## src/sdi_pkg.sv

```systemverilog
package sdi_pkg;

  // ==========================================================================
  // Register map (printed offsets are indices, byte address is index times 4)
  // ==========================================================================
  localparam logic [7:0] SDI_IDX_DRIVE_CHAN2 = 8'h20;
  localparam logic [7:0] SDI_IDX_DRIVE_CHAN3 = 8'h21;
  localparam logic [7:0] SDI_IDX_MAKER = 8'h7E;
  localparam logic [7:0] SDI_IDX_PART = 8'h7F;
  localparam logic [7:0] SDI_IDX_CTRL = 8'h40;

  // ==========================================================================
  // Field layout of a drive register
  // ==========================================================================
  localparam int SDI_LEVEL_LSB = 11;
  localparam int SDI_CAL_LSB = 6;
  localparam int SDI_FIELD_W = 5;
  localparam logic [4:0] SDI_LEVEL_RST = 5'h00;
  localparam logic [4:0] SDI_CAL_RST = 5'h00;

  // Control register bit positions
  localparam int SDI_CTRL_OVR_BIT = 0;
  localparam int SDI_CTRL_AAD_BIT = 1;

  // ==========================================================================
  // Identity values (arbitrary, neutral)
  // ==========================================================================
  localparam logic [15:0] SDI_MAKER_CODE = 16'hA5A5;
  localparam logic [15:0] SDI_PART_CODE = 16'h0001;

  localparam int SDI_NCHAN = 2;

  // Wishbone request carrier
  typedef struct packed {
    logic cyc;
    logic stb;
    logic we;
    logic [3:0] sel;
    logic [9:0] adr;
    logic [31:0] dat;
  } sdi_wb_req_t;

  // Calibration result carrier, one per channel
  typedef struct packed {
    logic valid;
    logic initial_phase;
    logic [4:0] drive;
  } sdi_cal_t;

endpackage

```

## src/sdi_drive_chan.sv

```systemverilog
`timescale 1ns/1ns
// ============================================================================
// One channel: writable drive level and calibrated drive capture
// ============================================================================
module sdi_drive_chan (
  input wire logic i_ref_clk,
  input wire logic i_reset,
  input wire logic i_wr,
  input wire logic [4:0] i_wr_level,
  input wire sdi_pkg::sdi_cal_t i_cal,
  input wire logic i_auto_amplitude_disable,
  output logic [4:0] o_level,
  output logic [4:0] o_cal
);

  logic [4:0] next_level;
  logic [4:0] next_cal;

  // Next values for level and calibrated drive
  always_comb begin
    next_level = o_level;
    next_cal = o_cal;
    if (i_wr) begin
      next_level = i_wr_level;
    end
    // Initial calibration always captures; corrections only when not disabled
    if (i_cal.valid && (i_cal.initial_phase || !i_auto_amplitude_disable)) begin
      next_cal = i_cal.drive;
    end
  end

  // Registers
  always_ff @(posedge i_ref_clk or posedge i_reset) begin
    if (i_reset) begin
      o_level <= sdi_pkg::SDI_LEVEL_RST;
      o_cal <= sdi_pkg::SDI_CAL_RST;
    end else begin
      o_level <= next_level;
      o_cal <= next_cal;
    end
  end

endmodule

```

## src/sdi_regs.sv

```systemverilog
// The Wishbone register port was chosen for this implementation.
`timescale 1ns/1ns
module sdi_regs (
  input wire logic i_ref_clk,
  input wire logic i_reset,
  input wire sdi_pkg::sdi_wb_req_t i_wb,
  output logic [31:0] o_wb_dat,
  output logic o_wb_ack,
  input wire sdi_pkg::sdi_cal_t [1:0] i_cal,
  output logic [4:0] o_chan2_drive_level,
  output logic [4:0] o_chan3_drive_level,
  output logic o_drive_override_enable,
  output logic o_auto_amplitude_disable
);

  // ==========================================================================
  // Bus decode
  // ==========================================================================
  // Word index of the request
  logic [7:0] idx;
  // Request taken at this edge, split by direction
  logic req;
  logic wr;
  logic rd;
  // Register hits that carry writable state
  logic hit_drive2;
  logic hit_drive3;
  logic hit_ctrl;
  // Byte lanes that carry the fields
  logic lanes_hi;
  logic lane_lo;
  // Write strobes, one per writable register
  logic wr_drive2;
  logic wr_drive3;
  logic wr_ctrl;
  logic [1:0] chan_wr;
  // Field values carried by a write
  logic [4:0] wr_level;
  logic wr_ovr;
  logic wr_aad;
  // Channel state, index 0 is channel 2 and index 1 is channel 3
  logic [4:0] lvl [2];
  logic [4:0] cal [2];
  // Read words
  logic [15:0] word_drive2;
  logic [15:0] word_drive3;
  logic [15:0] word_ctrl;
  logic [15:0] word_sel;
  // Next values of the registered outputs
  logic [31:0] next_dat;
  logic next_ack;
  logic next_ovr;
  logic next_aad;
  logic [4:0] next_chan2;
  logic [4:0] next_chan3;

  // Index from the byte address; a pending ack blocks a second take
  assign idx = i_wb.adr[9:2];
  assign req = i_wb.cyc && i_wb.stb && !o_wb_ack;
  assign wr = req && i_wb.we;
  assign rd = req && !i_wb.we;

  // One hit per writable index; identity indices need none
  assign hit_drive2 = idx == sdi_pkg::SDI_IDX_DRIVE_CHAN2;
  assign hit_drive3 = idx == sdi_pkg::SDI_IDX_DRIVE_CHAN3;
  assign hit_ctrl = idx == sdi_pkg::SDI_IDX_CTRL;

  // Level bits sit in byte lane 1, control bits in byte lane 0
  assign lanes_hi = i_wb.sel[1];
  assign lane_lo = i_wb.sel[0];

  // Write strobes; writes to identity or unmapped indices are lost
  assign wr_drive2 = wr && lanes_hi && hit_drive2;
  assign wr_drive3 = wr && lanes_hi && hit_drive3;
  assign wr_ctrl = wr && lane_lo && hit_ctrl;

  // Strobe vector for the channel loop
  assign chan_wr = {wr_drive3, wr_drive2};

  // Only the level bits are taken; calibrated and reserved bits are dropped
  assign wr_level = i_wb.dat[sdi_pkg::SDI_LEVEL_LSB +: sdi_pkg::SDI_FIELD_W];
  assign wr_ovr = i_wb.dat[sdi_pkg::SDI_CTRL_OVR_BIT];
  assign wr_aad = i_wb.dat[sdi_pkg::SDI_CTRL_AAD_BIT];

  // ==========================================================================
  // Drive channels
  // ==========================================================================
  // One level and calibrated drive pair per channel
  genvar g;
  generate
    for (g = 0; g < sdi_pkg::SDI_NCHAN; g++) begin : gen_chan
      sdi_drive_chan u_sdi_drive_chan (
        .i_ref_clk(i_ref_clk),
        .i_reset(i_reset),
        .i_wr(chan_wr[g]),
        .i_wr_level(wr_level),
        .i_cal(i_cal[g]),
        .i_auto_amplitude_disable(o_auto_amplitude_disable),
        .o_level(lvl[g]),
        .o_cal(cal[g])
      );
    end
  endgenerate

  // ==========================================================================
  // Read words
  // ==========================================================================
  // Calibrated field reads back as stored; reserved bits read zero
  assign word_drive2 = {lvl[0], cal[0], 6'h00};
  assign word_drive3 = {lvl[1], cal[1], 6'h00};

  // Control word, unused bits zero
  always_comb begin
    word_ctrl = 16'h0000;
    word_ctrl[sdi_pkg::SDI_CTRL_OVR_BIT] = o_drive_override_enable;
    word_ctrl[sdi_pkg::SDI_CTRL_AAD_BIT] = o_auto_amplitude_disable;
  end

  // Picks the addressed word; unmapped indices read zero
  always_comb begin
    word_sel = 16'h0000;
    case (idx)
      sdi_pkg::SDI_IDX_DRIVE_CHAN2: begin
        word_sel = word_drive2;
      end
      sdi_pkg::SDI_IDX_DRIVE_CHAN3: begin
        word_sel = word_drive3;
      end
      sdi_pkg::SDI_IDX_MAKER: begin
        word_sel = sdi_pkg::SDI_MAKER_CODE;
      end
      sdi_pkg::SDI_IDX_PART: begin
        word_sel = sdi_pkg::SDI_PART_CODE;
      end
      sdi_pkg::SDI_IDX_CTRL: begin
        word_sel = word_ctrl;
      end
      default: begin
        word_sel = 16'h0000;
      end
    endcase
  end

  // ==========================================================================
  // Bus answer
  // ==========================================================================
  // Ack one cycle after the take; data stands only in the ack cycle of a read
  always_comb begin
    next_ack = req;
    next_dat = 32'h0000_0000;
    if (rd) begin
      next_dat = {16'h0000, word_sel};
    end
  end

  // Registers for the bus answer
  always_ff @(posedge i_ref_clk or posedge i_reset) begin
    if (i_reset) begin
      o_wb_dat <= 32'h0000_0000;
      o_wb_ack <= 1'b0;
    end else begin
      o_wb_dat <= next_dat;
      o_wb_ack <= next_ack;
    end
  end

  // ==========================================================================
  // Control bits
  // ==========================================================================
  // Control bits change only on a lane 0 write to the control index
  always_comb begin
    next_ovr = o_drive_override_enable;
    next_aad = o_auto_amplitude_disable;
    if (wr_ctrl) begin
      next_ovr = wr_ovr;
      next_aad = wr_aad;
    end
  end

  // Registers for the control bits
  always_ff @(posedge i_ref_clk or posedge i_reset) begin
    if (i_reset) begin
      o_drive_override_enable <= 1'b0;
      o_auto_amplitude_disable <= 1'b0;
    end else begin
      o_drive_override_enable <= next_ovr;
      o_auto_amplitude_disable <= next_aad;
    end
  end

  // ==========================================================================
  // Applied sensor drive
  // ==========================================================================
  // Programmed level under override, calibrated value otherwise
  // The new override value is used at once, so a control write shows a cycle early
  always_comb begin
    next_chan2 = cal[0];
    next_chan3 = cal[1];
    if (next_ovr) begin
      next_chan2 = lvl[0];
      next_chan3 = lvl[1];
    end
  end

  // Registers for the applied drive
  always_ff @(posedge i_ref_clk or posedge i_reset) begin
    if (i_reset) begin
      o_chan2_drive_level <= sdi_pkg::SDI_LEVEL_RST;
      o_chan3_drive_level <= sdi_pkg::SDI_LEVEL_RST;
    end else begin
      o_chan2_drive_level <= next_chan2;
      o_chan3_drive_level <= next_chan3;
    end
  end

endmodule

```

## config.mk

```make
export PLATFORM = sky130hd
export DESIGN_NAME = sdi_regs
export DESIGN_NICKNAME = d
export VERILOG_FILES = /design/src/sdi_pkg.sv /design/src/sdi_drive_chan.sv /design/src/sdi_regs.sv
export SDC_FILE = /design/constraint.sdc
export NUM_CORES = 1
export LEC_CHECK = 0
export BUFFER_PORTS_ARGS = -buffer_cell sky130_fd_sc_hd__buf_2
export CAP_MARGIN = 0
export CORE_UTILIZATION = 48
export DETAILED_ROUTE_END_ITERATION = 16
export HOLD_SLACK_MARGIN = 0.08
export PLACE_DENSITY = 0.82
export SYNTH_ARGS = -nofsm -noshare
export SYNTH_HDL_FRONTEND = slang
export SYNTH_SLANG_ARGS = --single-unit
```

## constraint.sdc

```tcl
create_clock -name i_ref_clk -period 3.1 [get_ports i_ref_clk]
set_input_delay 0.31 -clock i_ref_clk [delete_from_list [all_inputs] [get_ports i_ref_clk]]
set_output_delay 0.31 -clock i_ref_clk [all_outputs]
set_load 0.005 [all_outputs]
```

# Word-level counts from Yosys, hierarchy flattened
# Cells that the tools add are included.
# Widths: inputs -> output; s select.
[op_classes]
mux = 5
n_reduce_logical = 16
eq_ne = 5
[op_table]
columns = ["op", "n"]
rows = [
  ["$pmux 16 s5", 1],
  ["$eq 8x7->1 const B", 3],
  ["$eq 8x6->1 const B", 2],
  ["$mux 16", 1],
  ["$logic_and 1x1->1", 11],
  ["$mux 5", 2],
  ["$logic_not 1->1", 3],
  ["$logic_or 1x1->1", 2],
  ["$mux 1", 1],
]
[totals]
ff_bits = 65
output_inout_bits = 45

# Longest topological paths before layout
[depth]
depth_word = 7
depth_mapped = 6
ltp_nobuf = 4

# Modules after synthesis
# A second synthesis with hierarchy kept.
[unflattened]
hier_cells = 154
area_unflattened_um2 = 2080.7
[modules_own_cells]
columns = ["mod", "cells_per_inst", "instances", "area_each_um2"]
rows = [
  ["sdi_regs", 108, 1, 1307.5],
  ["sdi_drive_chan", 23, 2, 386.6],
]

# Worst setup path before layout
# OpenSTA, ideal clock, no wires.
[synth_timing]
kind = "input to register"
start = "in i_wb[35] (netlist name)"
end = "reg gen_chan[0].u_sdi_drive_chan.o_level[0]"
setup_ns = 0.125
arrival_ns = 1.862
cell_stages = 5
path_slack_ns = 1.113
t_required_ns = 2.975
path_cell_list = "or4_1 clkbuf_2 or4_4 buf_6 mux2_4"
[synth_between]
elab_chain_cells = 2
[synth_lines]
columns = ["item", "line_no", "rtl"]
rows = [
  ["start, declared", "sdi_regs.sv:6", "input wire sdi_pkg::sdi_wb_req_t i_wb,"],
  ["$eq 8x6->1", "sdi_regs.sv:64", "assign hit_drive2 = idx == sdi_pkg::SDI_IDX_DRIVE_CHAN2;"],
  ["$logic_and 1x1->1", "sdi_regs.sv:73", "assign wr_drive2 = wr && lanes_hi && hit_drive2;"],
  ["end signal, assigned", "sdi_drive_chan.sv:35", "o_level <= sdi_pkg::SDI_LEVEL_RST;"],
  ["end signal, assigned", "sdi_drive_chan.sv:38", "o_level <= next_level;"],
  ["end, declared", "sdi_drive_chan.sv:12", "output logic [4:0] o_level,"],
]
# No other way between the ends.
# A chain may end at the register's enable or synchronous reset.

# Worst setup path in the final report
[layout_timing]
start = "in i_wb[35] (netlist name)"
end = "reg gen_chan[0].u_sdi_drive_chan.o_level[2]"
# The elaborated chain is that of the path after synthesis.

==> results.py <==
metrics = {
    "outcome": {
        "status": "complete, no violations",
    },
    "timing": {
        "setup-tns-final_ps": 0,
        "rsz0062_at_grt": "no",
        "worst_slew_pin_slew_ps": 750,
        "final_critical_path_required_period_ps": 1800,
        "period_share": 0.580,
        "timing.clock.skew_ps": 10.4,
        "report.final.setup_viol": 0,
        "timing_max_transition_violations_final": 0,
        "max_freq_mhz": 556,
        "worst_hold_slack_ps": 136,
        "slew_headroom": 0.497,
        "report.final.hold_viol_count": 0,
    },
    "synthesis": {
        "synth_warnings": 0,
        "synth.cell_area_um2": 2050,
        "yosys.area.top_type_share": 0.561,
        "synth.yosys.seq_area_share": 0.561,
        "ys_top_cells_by_area": "sky130_fd_sc_hd__dfrtp_1 56%, sky130_fd_sc_hd__mux2_2 14%, sky130_fd_sc_hd__buf_4 7.3%, sky130_fd_sc_hd__mux2_4 3.7%, sky130_fd_sc_hd__nor2_1 2.0%",
        "netlist-cell-type-count": 34,
        "cell_type_contributing_the_most_total_cell_area_after_synthesis": "sky130_fd_sc_hd__dfrtp_1",
        "async_set_or_reset_flop_fraction_in_the_synthesized_netlist": 1.00,
        "avgSynthCellArea_um2": 12.8,
        "synth_enable_flop_cells": 0,
        "yosys_most_used_dff": "sky130_fd_sc_hd__dfrtp_1",
        "yosysMostFrequentCell": "sky130_fd_sc_hd__dfrtp_1",
        "synth_seq_cells": 46,
        "instance_count_of_the_mapped_netlist": 160,
        "synth_commonest_cells": "46 x sky130_fd_sc_hd__dfrtp_1, 26 x sky130_fd_sc_hd__mux2_2, 20 x sky130_fd_sc_hd__buf_4",
    },
    "global_route": {
        "via_count_of_the_first_global_routing_pass": 1282,
        "grt_antenna_before_repair": 0,
        "grt_pass1_wl_mm": 6.09,
        "grt_use_total": 0.192,
        "maximum_number_of_pins_on_one_net_before_global_route_repair": 47,
        "grt_remaining_overflow": 0,
    },
    "cts": {
        "cts_hold_buffers": 0,
        "cts_root_buf": "sky130_fd_sc_hd__clkbuf_8",
        "cts_buffer_depth": 2,
        "cts.htree.levels": 2,
        "cts_tree": "yes",
        "cts.sink_count": 46,
        "clock_latency_ps": 300,
        "clkSlewWorstSetupHoldPaths_ps": 80,
        "cts.repair_timing.setup_buffer_count": 0,
        "post_cts_resize_count": 0,
        "cts_bufs_inserted": 5,
    },
    "critical_path": {
        "worst-path-max-fanout": 5,
        "worst-path-buf-inv": 1,
        "crit_type": "input pin to flip-flop",
        "worst-endpoint-arrival_ps": 1990,
        "worst_path_largest_cell_delay_ps": 640,
        "end_kind": "flip-flop",
        "critPathRequiredTime_ps": 3290,
        "cp_cell_sequence": "buf_2 -> or4_1 -> or4_4 -> mux2_4",
        "worst_path_dominant_cell_family": "simple AND/OR/NAND/NOR gates",
        "rr_worst_depth": 4,
        "critPathSlowestCell": "sky130_fd_sc_hd__or4_1",
        "cp.depth": 4,
        "critical_path_startpoint_category": "input pin",
    },
    "floorplanning": {
        "placement_rows": 23,
        "core_area_um2": 4060,
        "die_x_um": 67.4,
        "design.die.area_um2": 4540,
        "io_pins": 110,
        "initial_core_utilization": 0.505,
        "die-height_um": 67.4,
    },
    "place": {
        "place.detailed.instances": 271,
        "placement.io_buffers": 62,
        "place.detailed.hpwl_mm": 2.90,
        "gp_congestion": 0.785,
    },
    "final_layout": {
        "fin_util": 0.606,
        "post_route_cells_drive_above_1_share": 0.476,
        "antenna_diode_instance_count": 0,
        "area_delta_synth_final_pct": 20.0,
        "finish.cell_count_without_fillers": 279,
        "final_nets": 293,
    },
    "flow_run": {
        "drv.max_cap_violation_count": 0,
    },
    "pwr": {
        "power.density_nw_per_um2": 476,
        "power.leakage_uw": 0.00125,
        "max-vdd-ir-drop_mv": 0.259,
        "post_layout_total_power_uw": 1170,
    },
    "detailed_routing": {
        "post_drt_via_cell_ratio": 4.97,
        "dr_total_vias": 1387,
        "starting_drt_drc_count": 105,
        "drc": 0,
        "final_antenna_net_count": 0,
        "dr.pass1.iters": 5,
        "drt_wl_total_mm": 3.87,
        "routedWlPerCell_um": 13.9,
    },
    "worst_hold_path": {
        "timing.hold.worst.class": "input pin to asynchronous set/reset pin",
    },
}
[registers in the layout, indices dropped and copies added (netlist names)]
register and flops:
gen_chan.u_sdi_drive_chan.o_cal 10, gen_chan.u_sdi_drive_chan.o_level 10, o_auto_amplitude_disable 1, o_chan2_drive_level 5
o_chan3_drive_level 5, o_drive_override_enable 1, o_wb_ack 1, o_wb_dat 13
[final cells by class]
cell class                      instances  area (µm²)
Multi-Input combinational cell        103         773
Clock buffer                            7        76.3
Inverter                                5        18.8
Timing Repair Buffer                   67         348
Fill cell                             333        1600
Tap cell                               50        62.6
Clock inverter                          1        30.0
Sequential cell                        46        1150
[power by group]
part | switching (µW) | total (µW) | internal [µW]
Sequential | 15.2 | 643 | 628
Combinational | 50.7 | 104 | 53.1
Clock | 184 | 425 | 241
[final timing paths]
path / start / to / slack (ps)
max in group asynchronous: i_reset / o_wb_dat[0] / 2580
min: i_reset / o_wb_dat[11] / 140
max: i_wb[35] / gen_chan[0].u_sdi_drive_chan.o_level[2] / 1300
min reg2reg: gen_chan[0].u_sdi_drive_chan.o_cal[0] / gen_chan[0].u_sdi_drive_chan.o_cal[0] / 530
min in group i_ref_clk: i_cal[11] / gen_chan[1].u_sdi_drive_chan.o_cal[4] / 240
max reg2reg: o_wb_ack / gen_chan[0].u_sdi_drive_chan.o_level[2] / 1340
[cells in the final DEF (no fill, tap or decap), drive strengths merged]
cell type,instances
or4,2
a222oi,2
nand4,3
dfrtp,46
a211oi,1
nor2b,1
and2,1
inv,4
mux2i,1
conb,18
clkinv,1
or3b,1
a22oi,5
mux2,31
bufinv,1
o21ai,3
nand2,7
nand3b,2
and4b,1
a31oi,3
nand4b,1
nor2,11
nor4b,1
and3,1
nor4,3
nand2b,1
clkbuf,7
buf,67
or2,1
nor3,1
a21oi,1
[per-stage QoR]
| step | cell area (µm²) | worst slack [ps] |
|---|---|---|
| after global placement | 2350 | 998 |
| after CTS | 2460 | 1310 |
| after floorplan | 2110 | 1110 |
| final | 2460 | 1300 |
| after global routing | 2460 | 1260 |
| after detailed placement | 2350 | 996 |
[per-layer routing]
layer	routed length, µm	up-vias	share of wire	track usage
met2	1930	49	0.50	0.314
met5	0	-	0	0
li1	-	661	-	-
met4	94	0	0.024	0.104
met3	173	7	0.045	0.0355
met1	1670	670	0.43	0.240
[kinds of logic after synthesis]
group                  Yosys count  synth area share
AO/OA/AOI/OAI                   15            0.0506
buffers and inverters           28            0.0927
flip-flops                      46             0.561
multiplexers                    32             0.184
other                            1           0.00183
AND/OR/NAND/NOR                 38             0.109
[tightest hold or removal path: stages]
cell                       delay (ps)
sky130_fd_sc_hd__buf_2            100
sky130_fd_sc_hd__clkinv_1          30
sky130_fd_sc_hd__buf_4            460
Note: power is estimated with default switching activity, not from simulation.
